$ cat src/verilog/rtc_host_consts.vh
// constants for the two-wire host controller of the clock chip
// assumes inclusion by bare name from the design files
`ifndef RTC_HOST_CONSTS_VH
`define RTC_HOST_CONSTS_VH
`define SLAVE_ADDR      7'h32
`define DIR_WRITE       1'b0
`define DIR_READ        1'b1
`define CLK_HZ          100000000
`define SCL_HZ          100000
`define XFER_LIMIT_MS   950
`define XFER_LIMIT_CYC  ((`CLK_HZ / 1000) * `XFER_LIMIT_MS)
`endif

$ cat src/verilog/rtc_i2c_host.v
// two-wire bus master that reads and writes the clock chip's registers
// assumes open-drain pins resolved outside; pin inputs are asynchronous
`timescale 1ns/1ps
`include "rtc_host_consts.vh"
module rtc_i2c_host #(
   parameter CLK_DIV   = `CLK_HZ / (`SCL_HZ * 4),
   parameter LIMIT_CYC = `XFER_LIMIT_CYC,
   parameter FIFO_DEP  = 16
) (
   // clock and reset
   input  wire       clk_sys,
   input  wire       rst_b,
   // command: mode 0 write, 1 pointed read, 2 continued read
   input  wire       cmd_valid,
   output wire       cmd_ready,
   input  wire [1:0] cmd_mode,
   input  wire [7:0] cmd_ptr,
   input  wire [7:0] cmd_len,
   // write data stream
   input  wire       wr_valid,
   output wire       wr_ready,
   input  wire [7:0] wr_data,
   // read data stream
   output wire       rd_valid,
   input  wire       rd_ready,
   output wire [7:0] rd_data,
   // status
   output reg        busy_r,
   output reg        nack_err_r,
   output reg        timeout_r,
   // bus pins
   input  wire       scl_in,
   output wire       scl_out,
   output wire       scl_oe,
   input  wire       sda_in,
   output wire       sda_out,
   output wire       sda_oe
);
   // ------------------------------------------------------------
   // states and quarter-bit tick
   // ------------------------------------------------------------
   localparam S_IDLE = 4'd0, S_START = 4'd1, S_BIT = 4'd2, S_ACK = 4'd3;
   localparam S_NEXT = 4'd4, S_RSTART = 4'd5, S_STOP = 4'd6;
   localparam S_FETCH = 4'd7;

   reg [3:0]  st_r;
   reg [15:0] div_r;
   reg [1:0]  ph_r;
   reg [2:0]  bit_r;
   reg [7:0]  sh_r;
   reg [7:0]  left_r;
   reg [1:0]  mode_r;
   reg [7:0]  ptr_r;
   reg [1:0]  stage_r;   // 0 addr, 1 pointer, 2 data
   reg        dir_r;
   reg        scl_lo_r;
   reg        sda_lo_r;
   reg [31:0] tmo_r;
   reg        scl_m_r, scl_s_r, sda_m_r, sda_s_r;
   reg        rd_push_r;
   reg [7:0]  rd_byte_r;
   wire       tick;
   wire       rdf_ready;
   wire       stretch;

   always @(posedge clk_sys) begin
      scl_m_r <= scl_in;
      scl_s_r <= scl_m_r;
      sda_m_r <= sda_in;
      sda_s_r <= sda_m_r;
   end

   // hold the bit clock while a slave stretches scl low
   assign stretch = !scl_lo_r && !scl_s_r;
   assign tick    = (div_r == CLK_DIV[15:0] - 16'd1) && !stretch;

   always @(posedge clk_sys) begin
      if (!rst_b || st_r == S_IDLE || tick) begin
         div_r <= 16'd0;
      end else if (!stretch) begin
         div_r <= div_r + 16'd1;
      end
   end

   // open-drain: only ever pull low
   assign scl_out = 1'b0;
   assign sda_out = 1'b0;
   assign scl_oe  = scl_lo_r;
   assign sda_oe  = sda_lo_r;

   assign cmd_ready = (st_r == S_IDLE);
   assign wr_ready  = (st_r == S_FETCH) && (stage_r == 2'd2) && !dir_r && (left_r != 8'd0);

   // ------------------------------------------------------------
   // read data fifo
   // ------------------------------------------------------------
   byte_fifo #(.WIDTH(8), .DEPTH(FIFO_DEP), .AW(4)) u_rdf (
      .clk_sys   (clk_sys),
      .rst_b     (rst_b),
      .in_valid  (rd_push_r),
      .in_ready  (rdf_ready),
      .in_data   (rd_byte_r),
      .out_valid (rd_valid),
      .out_ready (rd_ready),
      .out_data  (rd_data),
      .flush     (1'b0)
   );

   // ------------------------------------------------------------
   // sequencer
   // ------------------------------------------------------------
   always @(posedge clk_sys) begin
      if (!rst_b) begin
         st_r <= S_IDLE; ph_r <= 2'd0; bit_r <= 3'd0; sh_r <= 8'h00;
         left_r <= 8'h00; mode_r <= 2'd0; ptr_r <= 8'h00; stage_r <= 2'd0;
         dir_r <= 1'b0; scl_lo_r <= 1'b0; sda_lo_r <= 1'b0; tmo_r <= 32'd0;
         busy_r <= 1'b0; nack_err_r <= 1'b0; timeout_r <= 1'b0;
         rd_push_r <= 1'b0; rd_byte_r <= 8'h00;
      end else begin
         rd_push_r <= 1'b0;
         if (st_r != S_IDLE) begin
            tmo_r <= tmo_r + 32'd1;
         end
         case (st_r)
         S_IDLE: begin
            scl_lo_r <= 1'b0;
            sda_lo_r <= 1'b0;
            busy_r   <= 1'b0;
            tmo_r    <= 32'd0;
            ph_r     <= 2'd0;
            if (cmd_valid) begin
               mode_r <= cmd_mode; ptr_r <= cmd_ptr; left_r <= cmd_len;
               busy_r <= 1'b1; nack_err_r <= 1'b0; timeout_r <= 1'b0;
               stage_r <= 2'd0;
               dir_r <= (cmd_mode == 2'd2) ? `DIR_READ : `DIR_WRITE;
               st_r <= S_START;
            end
         end
         S_START, S_RSTART: if (tick) begin
            // sda falls while scl is high
            ph_r <= ph_r + 2'd1;
            case (ph_r)
            2'd0: begin scl_lo_r <= (st_r == S_RSTART); sda_lo_r <= 1'b0; end
            2'd1: scl_lo_r <= 1'b0;
            2'd2: sda_lo_r <= 1'b1;
            default: begin
               scl_lo_r <= 1'b1;
               sh_r  <= {`SLAVE_ADDR, dir_r};
               bit_r <= 3'd7;
               stage_r <= 2'd0;
               st_r <= S_BIT;
            end
            endcase
         end
         S_BIT: if (tick) begin
            // eight bits per byte, msb first
            ph_r <= ph_r + 2'd1;
            case (ph_r)
            2'd0: sda_lo_r <= (dir_r && stage_r == 2'd2) ? 1'b0 : !sh_r[7];
            2'd1: scl_lo_r <= 1'b0;
            2'd2: sh_r <= {sh_r[6:0], sda_s_r};
            default: begin
               scl_lo_r <= 1'b1;
               bit_r <= bit_r - 3'd1;
               if (bit_r == 3'd0) begin
                  st_r <= S_ACK;
               end
            end
            endcase
         end
         S_ACK: if (tick) begin
            ph_r <= ph_r + 2'd1;
            case (ph_r)
            2'd0: begin
               if (dir_r && stage_r == 2'd2) begin
                  // low acks all but the last byte
                  sda_lo_r <= (left_r != 8'd1);
               end else begin
                  sda_lo_r <= 1'b0;
               end
            end
            2'd1: scl_lo_r <= 1'b0;
            2'd2: begin
               if (!(dir_r && stage_r == 2'd2) && sda_s_r) begin
                  // not acknowledged: wrong address or device busy
                  nack_err_r <= 1'b1;
               end
               if (dir_r && stage_r == 2'd2) begin
                  rd_byte_r <= sh_r;
                  rd_push_r <= 1'b1;
               end
            end
            default: begin
               scl_lo_r <= 1'b1;
               st_r <= S_NEXT;
            end
            endcase
         end
         S_NEXT: begin
            ph_r <= 2'd0;
            if (nack_err_r) begin
               st_r <= S_STOP;
            end else if (stage_r == 2'd0 && !dir_r) begin
               sh_r <= ptr_r;   // pointer byte
               stage_r <= 2'd1; bit_r <= 3'd7; st_r <= S_BIT;
            end else if (stage_r == 2'd1 && mode_r == 2'd1) begin
               dir_r <= `DIR_READ;   // repeated start, no stop
               st_r <= S_RSTART;
            end else begin
               if (stage_r == 2'd2) begin
                  left_r <= left_r - 8'd1;   // device pointer moves too
               end
               stage_r <= 2'd2;
               st_r <= S_FETCH;
            end
         end
         S_FETCH: begin
            bit_r <= 3'd7;
            if (left_r == 8'd0) begin
               st_r <= S_STOP;
            end else if (dir_r) begin
               // wait for fifo room so a read byte is never dropped
               if (rdf_ready) begin
                  st_r <= S_BIT;
               end
            end else if (wr_valid) begin
               sh_r <= wr_data;
               st_r <= S_BIT;
            end
         end
         S_STOP: if (tick) begin
            // sda rises while scl is high
            ph_r <= ph_r + 2'd1;
            case (ph_r)
            2'd0: sda_lo_r <= 1'b1;
            2'd1: scl_lo_r <= 1'b0;
            2'd2: sda_lo_r <= 1'b0;
            default: begin
               // busy drops with the state so cmd_ready never overlaps busy
               st_r   <= S_IDLE;
               busy_r <= 1'b0;
            end
            endcase
         end
         default: begin
            st_r   <= S_IDLE;
            busy_r <= 1'b0;
         end
         endcase
         // abort to a stop once the transaction limit is reached
         if (st_r != S_IDLE && st_r != S_STOP && tmo_r >= LIMIT_CYC - 1) begin
            timeout_r <= 1'b1;
            ph_r <= 2'd0;
            st_r <= S_STOP;
         end
      end
   end
endmodule // rtc_i2c_host

$ cat src/verilog/byte_fifo.v
// small synchronous fifo of flip-flops
// assumes one clock and an active-low synchronous reset
`timescale 1ns/1ps
module byte_fifo #(
   parameter WIDTH = 8,
   parameter DEPTH = 16,
   parameter AW    = 4
) (
   // clock and reset
   input  wire             clk_sys,
   input  wire             rst_b,
   // fill side
   input  wire             in_valid,
   output wire             in_ready,
   input  wire [WIDTH-1:0] in_data,
   // drain side
   output wire             out_valid,
   input  wire             out_ready,
   output wire [WIDTH-1:0] out_data,
   // flush
   input  wire             flush
);
   reg [WIDTH-1:0] mem_r [0:DEPTH-1];
   reg [AW-1:0]    wp_r;
   reg [AW-1:0]    rp_r;
   reg [AW:0]      cnt_r;
   wire            push;
   wire            pop;

   assign in_ready  = (cnt_r != DEPTH[AW:0]);
   assign out_valid = (cnt_r != {(AW+1){1'b0}});
   assign out_data  = mem_r[rp_r];
   assign push      = in_valid & in_ready;
   assign pop       = out_valid & out_ready;

   always @(posedge clk_sys) begin
      if (push) begin
         mem_r[wp_r] <= in_data;
      end
   end

   always @(posedge clk_sys) begin
      if (!rst_b || flush) begin
         wp_r  <= {AW{1'b0}};
         rp_r  <= {AW{1'b0}};
         cnt_r <= {(AW+1){1'b0}};
      end else begin
         if (push) begin
            wp_r <= (wp_r == DEPTH[AW-1:0] - 1'b1) ? {AW{1'b0}} : wp_r + 1'b1;
         end
         if (pop) begin
            rp_r <= (rp_r == DEPTH[AW-1:0] - 1'b1) ? {AW{1'b0}} : rp_r + 1'b1;
         end
         if (push && !pop) begin
            cnt_r <= cnt_r + 1'b1;
         end else if (pop && !push) begin
            cnt_r <= cnt_r - 1'b1;
         end
      end
   end
endmodule // byte_fifo

$ cat config.mk
export PLATFORM = sky130hd
export DESIGN_NAME = rtc_i2c_host
export DESIGN_NICKNAME = d
export VERILOG_FILES = /design/src/verilog/rtc_i2c_host.v /design/src/verilog/byte_fifo.v
export VERILOG_INCLUDE_DIRS = /design/src /design/src/verilog
export SDC_FILE = /design/constraint.sdc
export NUM_CORES = 1
export LEC_CHECK = 0
export BUFFER_PORTS_ARGS = -buffer_cell sky130_fd_sc_hd__buf_2
export CAP_MARGIN = 25
export CORE_ASPECT_RATIO = 1.4
export CORE_MARGIN = 2
export CORE_UTILIZATION = 45
export CTS_CLUSTER_SIZE = 20
export DETAILED_ROUTE_END_ITERATION = 8
export PLACE_DENSITY = 0.68
export SLEW_MARGIN = 20
export SYNTH_ARGS = -nofsm -noshare
export SYNTH_HDL_FRONTEND = slang
export SYNTH_SLANG_ARGS = --single-unit
$ cat constraint.sdc
create_clock -name clk_sys -period 3.13 [get_ports clk_sys]
set_clock_uncertainty 0.2 [all_clocks]
set_input_delay 0.4695 -clock clk_sys [delete_from_list [all_inputs] [get_ports clk_sys]]
set_output_delay 0.4695 -clock clk_sys [all_outputs]
set_load 0.01 [all_outputs]
==> summary.txt, run 1 <==
Drt
  • Vias: ~7300
  • Drt first pass iters: 5
  • DRT iter0 DRCs: 530
  • Post-route DRC violation count: 0
  • Routed wire per std cell: 17.8 um
  • Post-DRT Antenna Nets: 0
  • Final WL: between 20000 and 25000 um
  • Mean number of vias per cell: 5.52

Place
  • Final GP Congestion: around 0.87
  • PortBufs: 48
  • Dpl hpwl: roughly 16000 um

Floorplanning
  • Die width: between 100 and 150 um
  • I/O pins: 51
  • Die ar.: about 0.025 sq mm
  • Row count: 67
  • Core ar.: between 0.02 and 0.025 sq mm
  • Initial cell density of the core: 45.6%
  • Die Y: roughly 190 um

Synthesis
  • Synth warn: 0
  • Ys async rst share: 0%
  • Number of synthesized flops with an enable pin: 128
  • Syn Area/Cell: roughly 12 sq um
  • Top cells by area, synth: edfxtp_1, dfxtp_1, mux4_2, nor2_1, nand2_1
  • Post-Synthesis Cells: just over 900
  • Yosys reg bits: 248
  • Post-synthesis sequential area ratio: between 50 and 60%
  • Synth area leader: edfxtp_1
  • Post-synth cell types: 73
  • Mapped cell area: 0.0109 sq mm
  • Synth top area share: between 30% and 40%
  • Top_reg_cell synth: edfxtp_1

STA
  • Slew headroom: 55.4%
  • Hold WS: ~0.017 ns
  • Minimum clock period after layout: 3.00 ns
  • Period utilization: between 90% and 100%
  • Slew Limit Fails: 0
  • Max Freq: about 330 MHz
  • Final Hold Fails: 0
  • Finish-stage setup viols: 0
  • Worst Tran Pin Value: between 0.6 and 0.7 ns

Clocking
  • Clock root buffer: clkbuf_16
  • CTS tree: built
  • Worst-path clk slew: 0.07 ns
  • Max clock buf depth: 3
  • Worst-Skew Late Latency: roughly 0.52 ns
  • H-tree levels: 1
  • Num CTS Buffers: 24
  • Post-CTS Setup Bufs: 0
  • Clock Sinks: 248

Power
  • Peak VDD IR: a little over 500 uV
  • Leakage power: 4.40 nW
  • Power Dens Cells: about 700 mW/mm^2

Final layout
  • Leading cell type in the layout, fill and taps excluded: edfxtp_1
  • Diodes inserted: 0
  • Synthesis-to-layout area growth: 14.4%
  • Finished Core Util: between 50 and 60%
  • Share of layout cells above drive strength 1: ~17%
  • Final nets: approximately 1000
  • Commonest cells after routing, fill and taps aside: edfxtp_1, dfxtp_1, nor2_1

Critical path
  • Crit path arrival time: about 2.3 ns
  • Critical path class: reg2out
  • FF-to-FF End: u_rdf.cnt_r[4]$_SDFFE_PN0P_
  • Crit path capture: rd_data[0]
  • FF-to-FF setup slack: between 0.2 and 0.25 ns
  • Worst-path maximum fanout: 16
  • Worst reg-to-reg path cell count: 12
  • Worst r2r src: u_rdf.cnt_r[3]$_SDFFE_PN0P_
  • CP startpoint kind: flop
  • Req. time, crit path: around 2.5 ns
  • Kind of end point of the critical path: primary output

GRT
  • Vias in the first global route: 7321
  • Initial antenna violation count: 0
  • Global-route wire length before repair: ~38000 um
  • Largest net degree at the start of global routing: 35
  • Remaining Overflow, GRT: 0
  • GRT Total Usage: a little under a fifth

Worst hold path
  • Hold Crit Class: in2reg

Outcome
  • Status: finished, final reports clean

Run
  • Max cap viols: 0
-- timing repair --
| item | CTS | global route |
|---|---|---|
| gates resized for setup | 0 | 4 |
| setup endpoints to repair | 0 | 3 |
| endpoints found under the hold margin | 7 | 0 |
| hold buffers | 7 | 0 |
-- through the flow --
stage / total power [mW] / setup slack [ns] / instance area, sq um / instances / TNS (ns)
finish: 8.76 / 0.135 / 12400 / 1321 / 0
detailed placement: 5.93 / 0.0737 / 11500 / 1269 / 0
global placement: 5.91 / 0.160 / 11500 / 1267 / 0
global route: 9.22 / -0.0257 / 12400 / 1321 / -0.0257
CTS: 8.78 / 0.0343 / 12400 / 1320 / 0
floorplan: 5.36 / 0.161 / 10900 / 927 / 0
-- power by group --
part	switching, mW	total (mW)	internal [mW]
combinational	1.12	2.15	1.04
sequential	0.207	3.78	3.58
clock	1.20	2.83	1.63
-- flip-flops by register name, summed over array words and instances, names as in the netlist, 5 cells and up, named ones only --
name / flops
u_rdf.mem_r: 128
tmo_r: 32
div_r: 16
left_r: 8
ptr_r: 8
rd_byte_r: 8
sh_r: 8
u_rdf.cnt_r: 5
-- Yosys cell counts, drive strengths merged, types with 4 or more instances --
cell	instances
or4	7
a31oi	7
nor4	4
o21ai	27
a311oi	4
nor3	17
nand4	14
xnor2	18
or2	4
inv	22
a21o	4
nor2b	9
mux4	40
o221ai	4
mux2i	21
ha	20
a22oi	5
or3	13
xor2	25
nand2b	12
nand2	94
nand3	20
and3	12
and4	6
and2	7
clkbuf	34
a211oi	6
nor2	107
buf	15
dfxtp	120
edfxtp	128
a21oi	56
-- worst min-delay path by stage --
stage	depth (start not counted)	start	slack (ns)	endpoint
6_report	3	cmd_ptr[6]	0.02	ptr_r[6]$_SDFFE_PN0P_
5_1_grt	3	cmd_ptr[6]	0.007	ptr_r[6]$_SDFFE_PN0P_
4_1_cts	3	cmd_mode[0]	0.002	mode_r[0]$_SDFFE_PN0P_
3_5_place_dp	0	sda_m_r$_DFF_P_	0.12	sda_s_r$_DFF_P_
3_3_place_gp	0	scl_m_r$_DFF_P_	0.11	scl_s_r$_DFF_P_
2_1_floorplan	0	scl_m_r$_DFF_P_	0.11	scl_s_r$_DFF_P_
-- cell type report --
cell class | count | area [sq um]
well taps | 310 | 388
repair buffers | 89 | 596
clock buffers | 29 | 641
flip-flops and latches | 248 | 6250
inverters | 23 | 86.3
multi-input cells | 607 | 4330
fillers | 2074 | 11400
clock inverters | 15 | 133
-- routing by layer --
layer	part of all wire (%)	routed length, um	GRT usage, %	vias to the layer above
li1	-	-	-	3538
met1	39	9110	21.6	3541
met2	54	12600	34.3	162
met3	3.7	860	2.35	54
met4	3.6	840	7.73	0
met5	0	0	0	-
-- worst max-delay path, cell delays in order, from the launching register on --
cell and delay [ns]:
dfxtp_2 0.40, buf_12 0.21, mux4_2 0.54, mux4_2 0.51
buf_2 0.16
-- kinds of logic after synthesis --
group,after synthesis,share of synthesized area (%)
compound gates,144,8.50
fa+ha+maj,21,2.49
buf+inv,72,2.73
xor+xnor,43,3.47
simple gates,335,14.9
mux,62,10.3
flops,248,57.6
other cells,1,0.0346
Note: power is estimated with default switching activity, not from simulation.
==> run 2, diff against run 1 <==
PLACE_DENSITY = 0.66   (was 0.68)
==> summary.txt, run 2 (synthesis gave the netlist of run 1 again) <==
Outcome
  • Status: finished, final reports clean

Critical path
  • Max incr delay on CP: 0.56 ns (+0.02 ns)
  • Crit-path cells: buf_12, mux4_2, mux4_2, buf_2
  • Kind of end point of the critical path: primary output
  • Req. time, crit path: 2.46 ns (about the same)
  • CP delay by family, top: multiplexers
  • FF-to-FF End: u_rdf.cnt_r[4]$_SDFFE_PN0P_
  • FF-to-FF setup slack: 0.27 ns (+0.06 ns)
  • CP bufs+invs: 2 (unchanged)
  • Worst-path maximum fanout: 32 (+16)
  • Slowest-stage cell, CP: mux4_2
  • Critical path class: reg2out
  • CP most frequent cell: mux4_2
  • Crit path arrival time: 2.35 ns (+0.02 ns)
  • Worst r2r src: u_rdf.cnt_r[1]$_SDFFE_PN0P_
  • CP startpoint kind: flop
  • Worst reg-to-reg path cell count: 12 (unchanged)

Final layout
  • Diodes inserted: 0 (unchanged)
  • Leading cell type in the layout, fill and taps excluded: edfxtp_1
  • Synthesis-to-layout area growth: 14.9%
  • Register name with the most flops: u_rdf.mem_r
  • Commonest cells after routing, fill and taps aside: edfxtp_1, dfxtp_1, nor2_1
  • Final nets: 1046 (-0.096%)
  • Fill count: 2095 (+1.0%)
  • Share of layout cells above drive strength 1: 17.3% (+0.23 points)
  • Top Registers: u_rdf.mem_r x128, tmo_r x32, div_r x16
  • Max reg flops: 128 (unchanged)

Clocking
  • Worst-path clk slew: 0.07 ns (about the same)
  • Clock root buffer: clkbuf_16
  • Worst-Skew Late Latency: 0.51 ns (about the same)
  • Num CTS Buffers: 24 (unchanged)
  • Max clock buf depth: 3 (unchanged)
  • CTS tree: built
  • H-tree levels: 1 (unchanged)
  • Clock Sinks: 248 (unchanged)

STA
  • Minimum clock period after layout: 3.02 ns (+0.0231 ns)
  • Slew Limit Fails: 0 (unchanged)
  • Final setup margin: 0.111 ns (-0.0231 ns)
  • RSZ-0062 raised after global routing: false
  • Final Hold Fails: 0 (unchanged)
  • Max Freq: 331 MHz (-0.76%)
  • Slew headroom: 45.9% (-9.5 points)
  • Setup TNS Final: 0 ns (unchanged)
  • Period utilization: 96.4% (+0.74 points)
  • Finish-stage setup viols: 0 (unchanged)
  • Worst Tran Pin Value: 0.808 ns (+0.139 ns)

Floorplanning
  • Row count: 67 (unchanged)
  • Die Y: 188 um (unchanged)
  • Core ar.: 0.0238 sq mm (unchanged)
  • I/O pins: 51 (unchanged)
  • Die ar.: 0.0254 sq mm (unchanged)
  • Die width: 135 um (unchanged)
  • Initial cell density of the core: 45.6% (unchanged)

Drt
  • Final WL: 22400 um (-4.6%)
  • DRT iter0 DRCs: 417 (-21%)
  • Post-route DRC violation count: 0 (unchanged)
  • Vias: 7218 (-1.1%)
  • Mean number of vias per cell: 5.47 (-0.91%)
  • Routed wire per std cell: 17.0 um (-4.5%)
  • Post-DRT Antenna Nets: 0 (unchanged)
  • Drt first pass iters: 5 (unchanged)

Place
  • Dpl hpwl: 15500 um (-3.4%)
  • Final GP Congestion: 0.891 (+2.7%)
  • PortBufs: 48 (unchanged)
  • DP Worst Slack: 0.127 ns (+0.0530 ns)

GRT
  • Remaining Overflow, GRT: 0 (unchanged)
  • GRT Total Usage: 17.9% (-0.74 points)
  • Global-route wire length before repair: 36800 um (-2.3%)
  • Initial antenna violation count: 0 (unchanged)
  • Vias in the first global route: 7211 (-1.5%)
  • Largest net degree at the start of global routing: 33 (-5.7%)

Worst hold path
  • Hold Path Cell Cnt: 3 (unchanged)
  • HP Start: cmd_ptr[0]
  • Hold Crit Class: in2reg
  • Hold Path Sink: ptr_r[0]$_SDFFE_PN0P_

Power
  • Peak VDD IR: 476 uV (-5.5%)
  • Power Dens Cells: 711 mW/mm^2 (+0.69%)
  • Leakage power: 4.42 nW (+0.39%)

Run
  • Max cap viols: 0 (unchanged)
## run 2: how the worst max path moves through the flow
stage	endpoint	slack, ns	depth (start not counted)
floorplan	u_rdf.cnt_r[4]$_SDFFE_PN0P_	0.16	12
global placement	u_rdf.cnt_r[4]$_SDFFE_PN0P_	0.17	12
detailed placement	u_rdf.cnt_r[4]$_SDFFE_PN0P_	0.13	12
CTS	rd_data[7]	0.06	4
global route	u_rdf.cnt_r[4]$_SDFFE_PN0P_	0.003	12
finish	rd_data[1]	0.11	4
## run 2: final cells by class
cell class                 count  area [sq um]  area share, %
sequential                   248          6250           50.1
clock buffer                  31           688           5.52
inverter                      23          86.3          0.692
timing repair buffer          88           576           4.62
clock inverter                12           146           1.17
multi-input combinational    607          4340           34.8
tap                          310           388           3.11
## run 2: what timing repair did
item                                    4_1_cts  5_1_grt
buffers inserted                              0        0
resized for setup                             0        4
hold buffers                                  9        0
endpoints found under the setup margin        0        2
hold endpoints to repair                      9        0
## run 2: tightest hold or removal path: cells and delay by family
kind / cells / cell delay, ns
compound gates: 1 / 0.05
buf+inv: 1 / 0.10
simple gates: 1 / 0.05
## run 2: per-layer routing
| metal | routed length, um | part of all wire, % | track usage (%) | vias to the layer above |
|---|---|---|---|---|
| li1 | - | - | - | 3544 |
| met1 | 9100 | 41 | 21.7 | 3495 |
| met2 | 12000 | 54 | 33.3 | 144 |
| met3 | 827 | 3.7 | 2.43 | 35 |
| met4 | 447 | 2.0 | 4.45 | 0 |
| met5 | 0 | 0 | 0 | - |
## run 2: power breakdown
group	switching [mW]	total [mW]	leakage, nW	internal, mW
Combinational	1.08	2.07	1.86	0.997
Clock	1.19	2.99	0.405	1.80
Sequential	0.215	3.79	2.16	3.58
Total	2.49	8.86	4.42	6.37
## run 2: metrics by stage
stage / total power, mW / instances / util [%] / instance area [sq um] / hold slack [ns]
6_report: 8.86 / 1319 / 52.4 / 12500 / 0.0105
5_1_grt: 9.31 / 1319 / 52.4 / 12500 / 0.0120
4_1_cts: 8.93 / 1319 / 52.3 / 12400 / 0.00142
3_5_place_dp: 5.92 / 1267 / 48.4 / 11500 / 0.119
3_3_place_gp: 5.89 / 1267 / 48.4 / 11500 / 0.118
2_1_floorplan: 5.36 / 927 / - / 10900 / 0.110
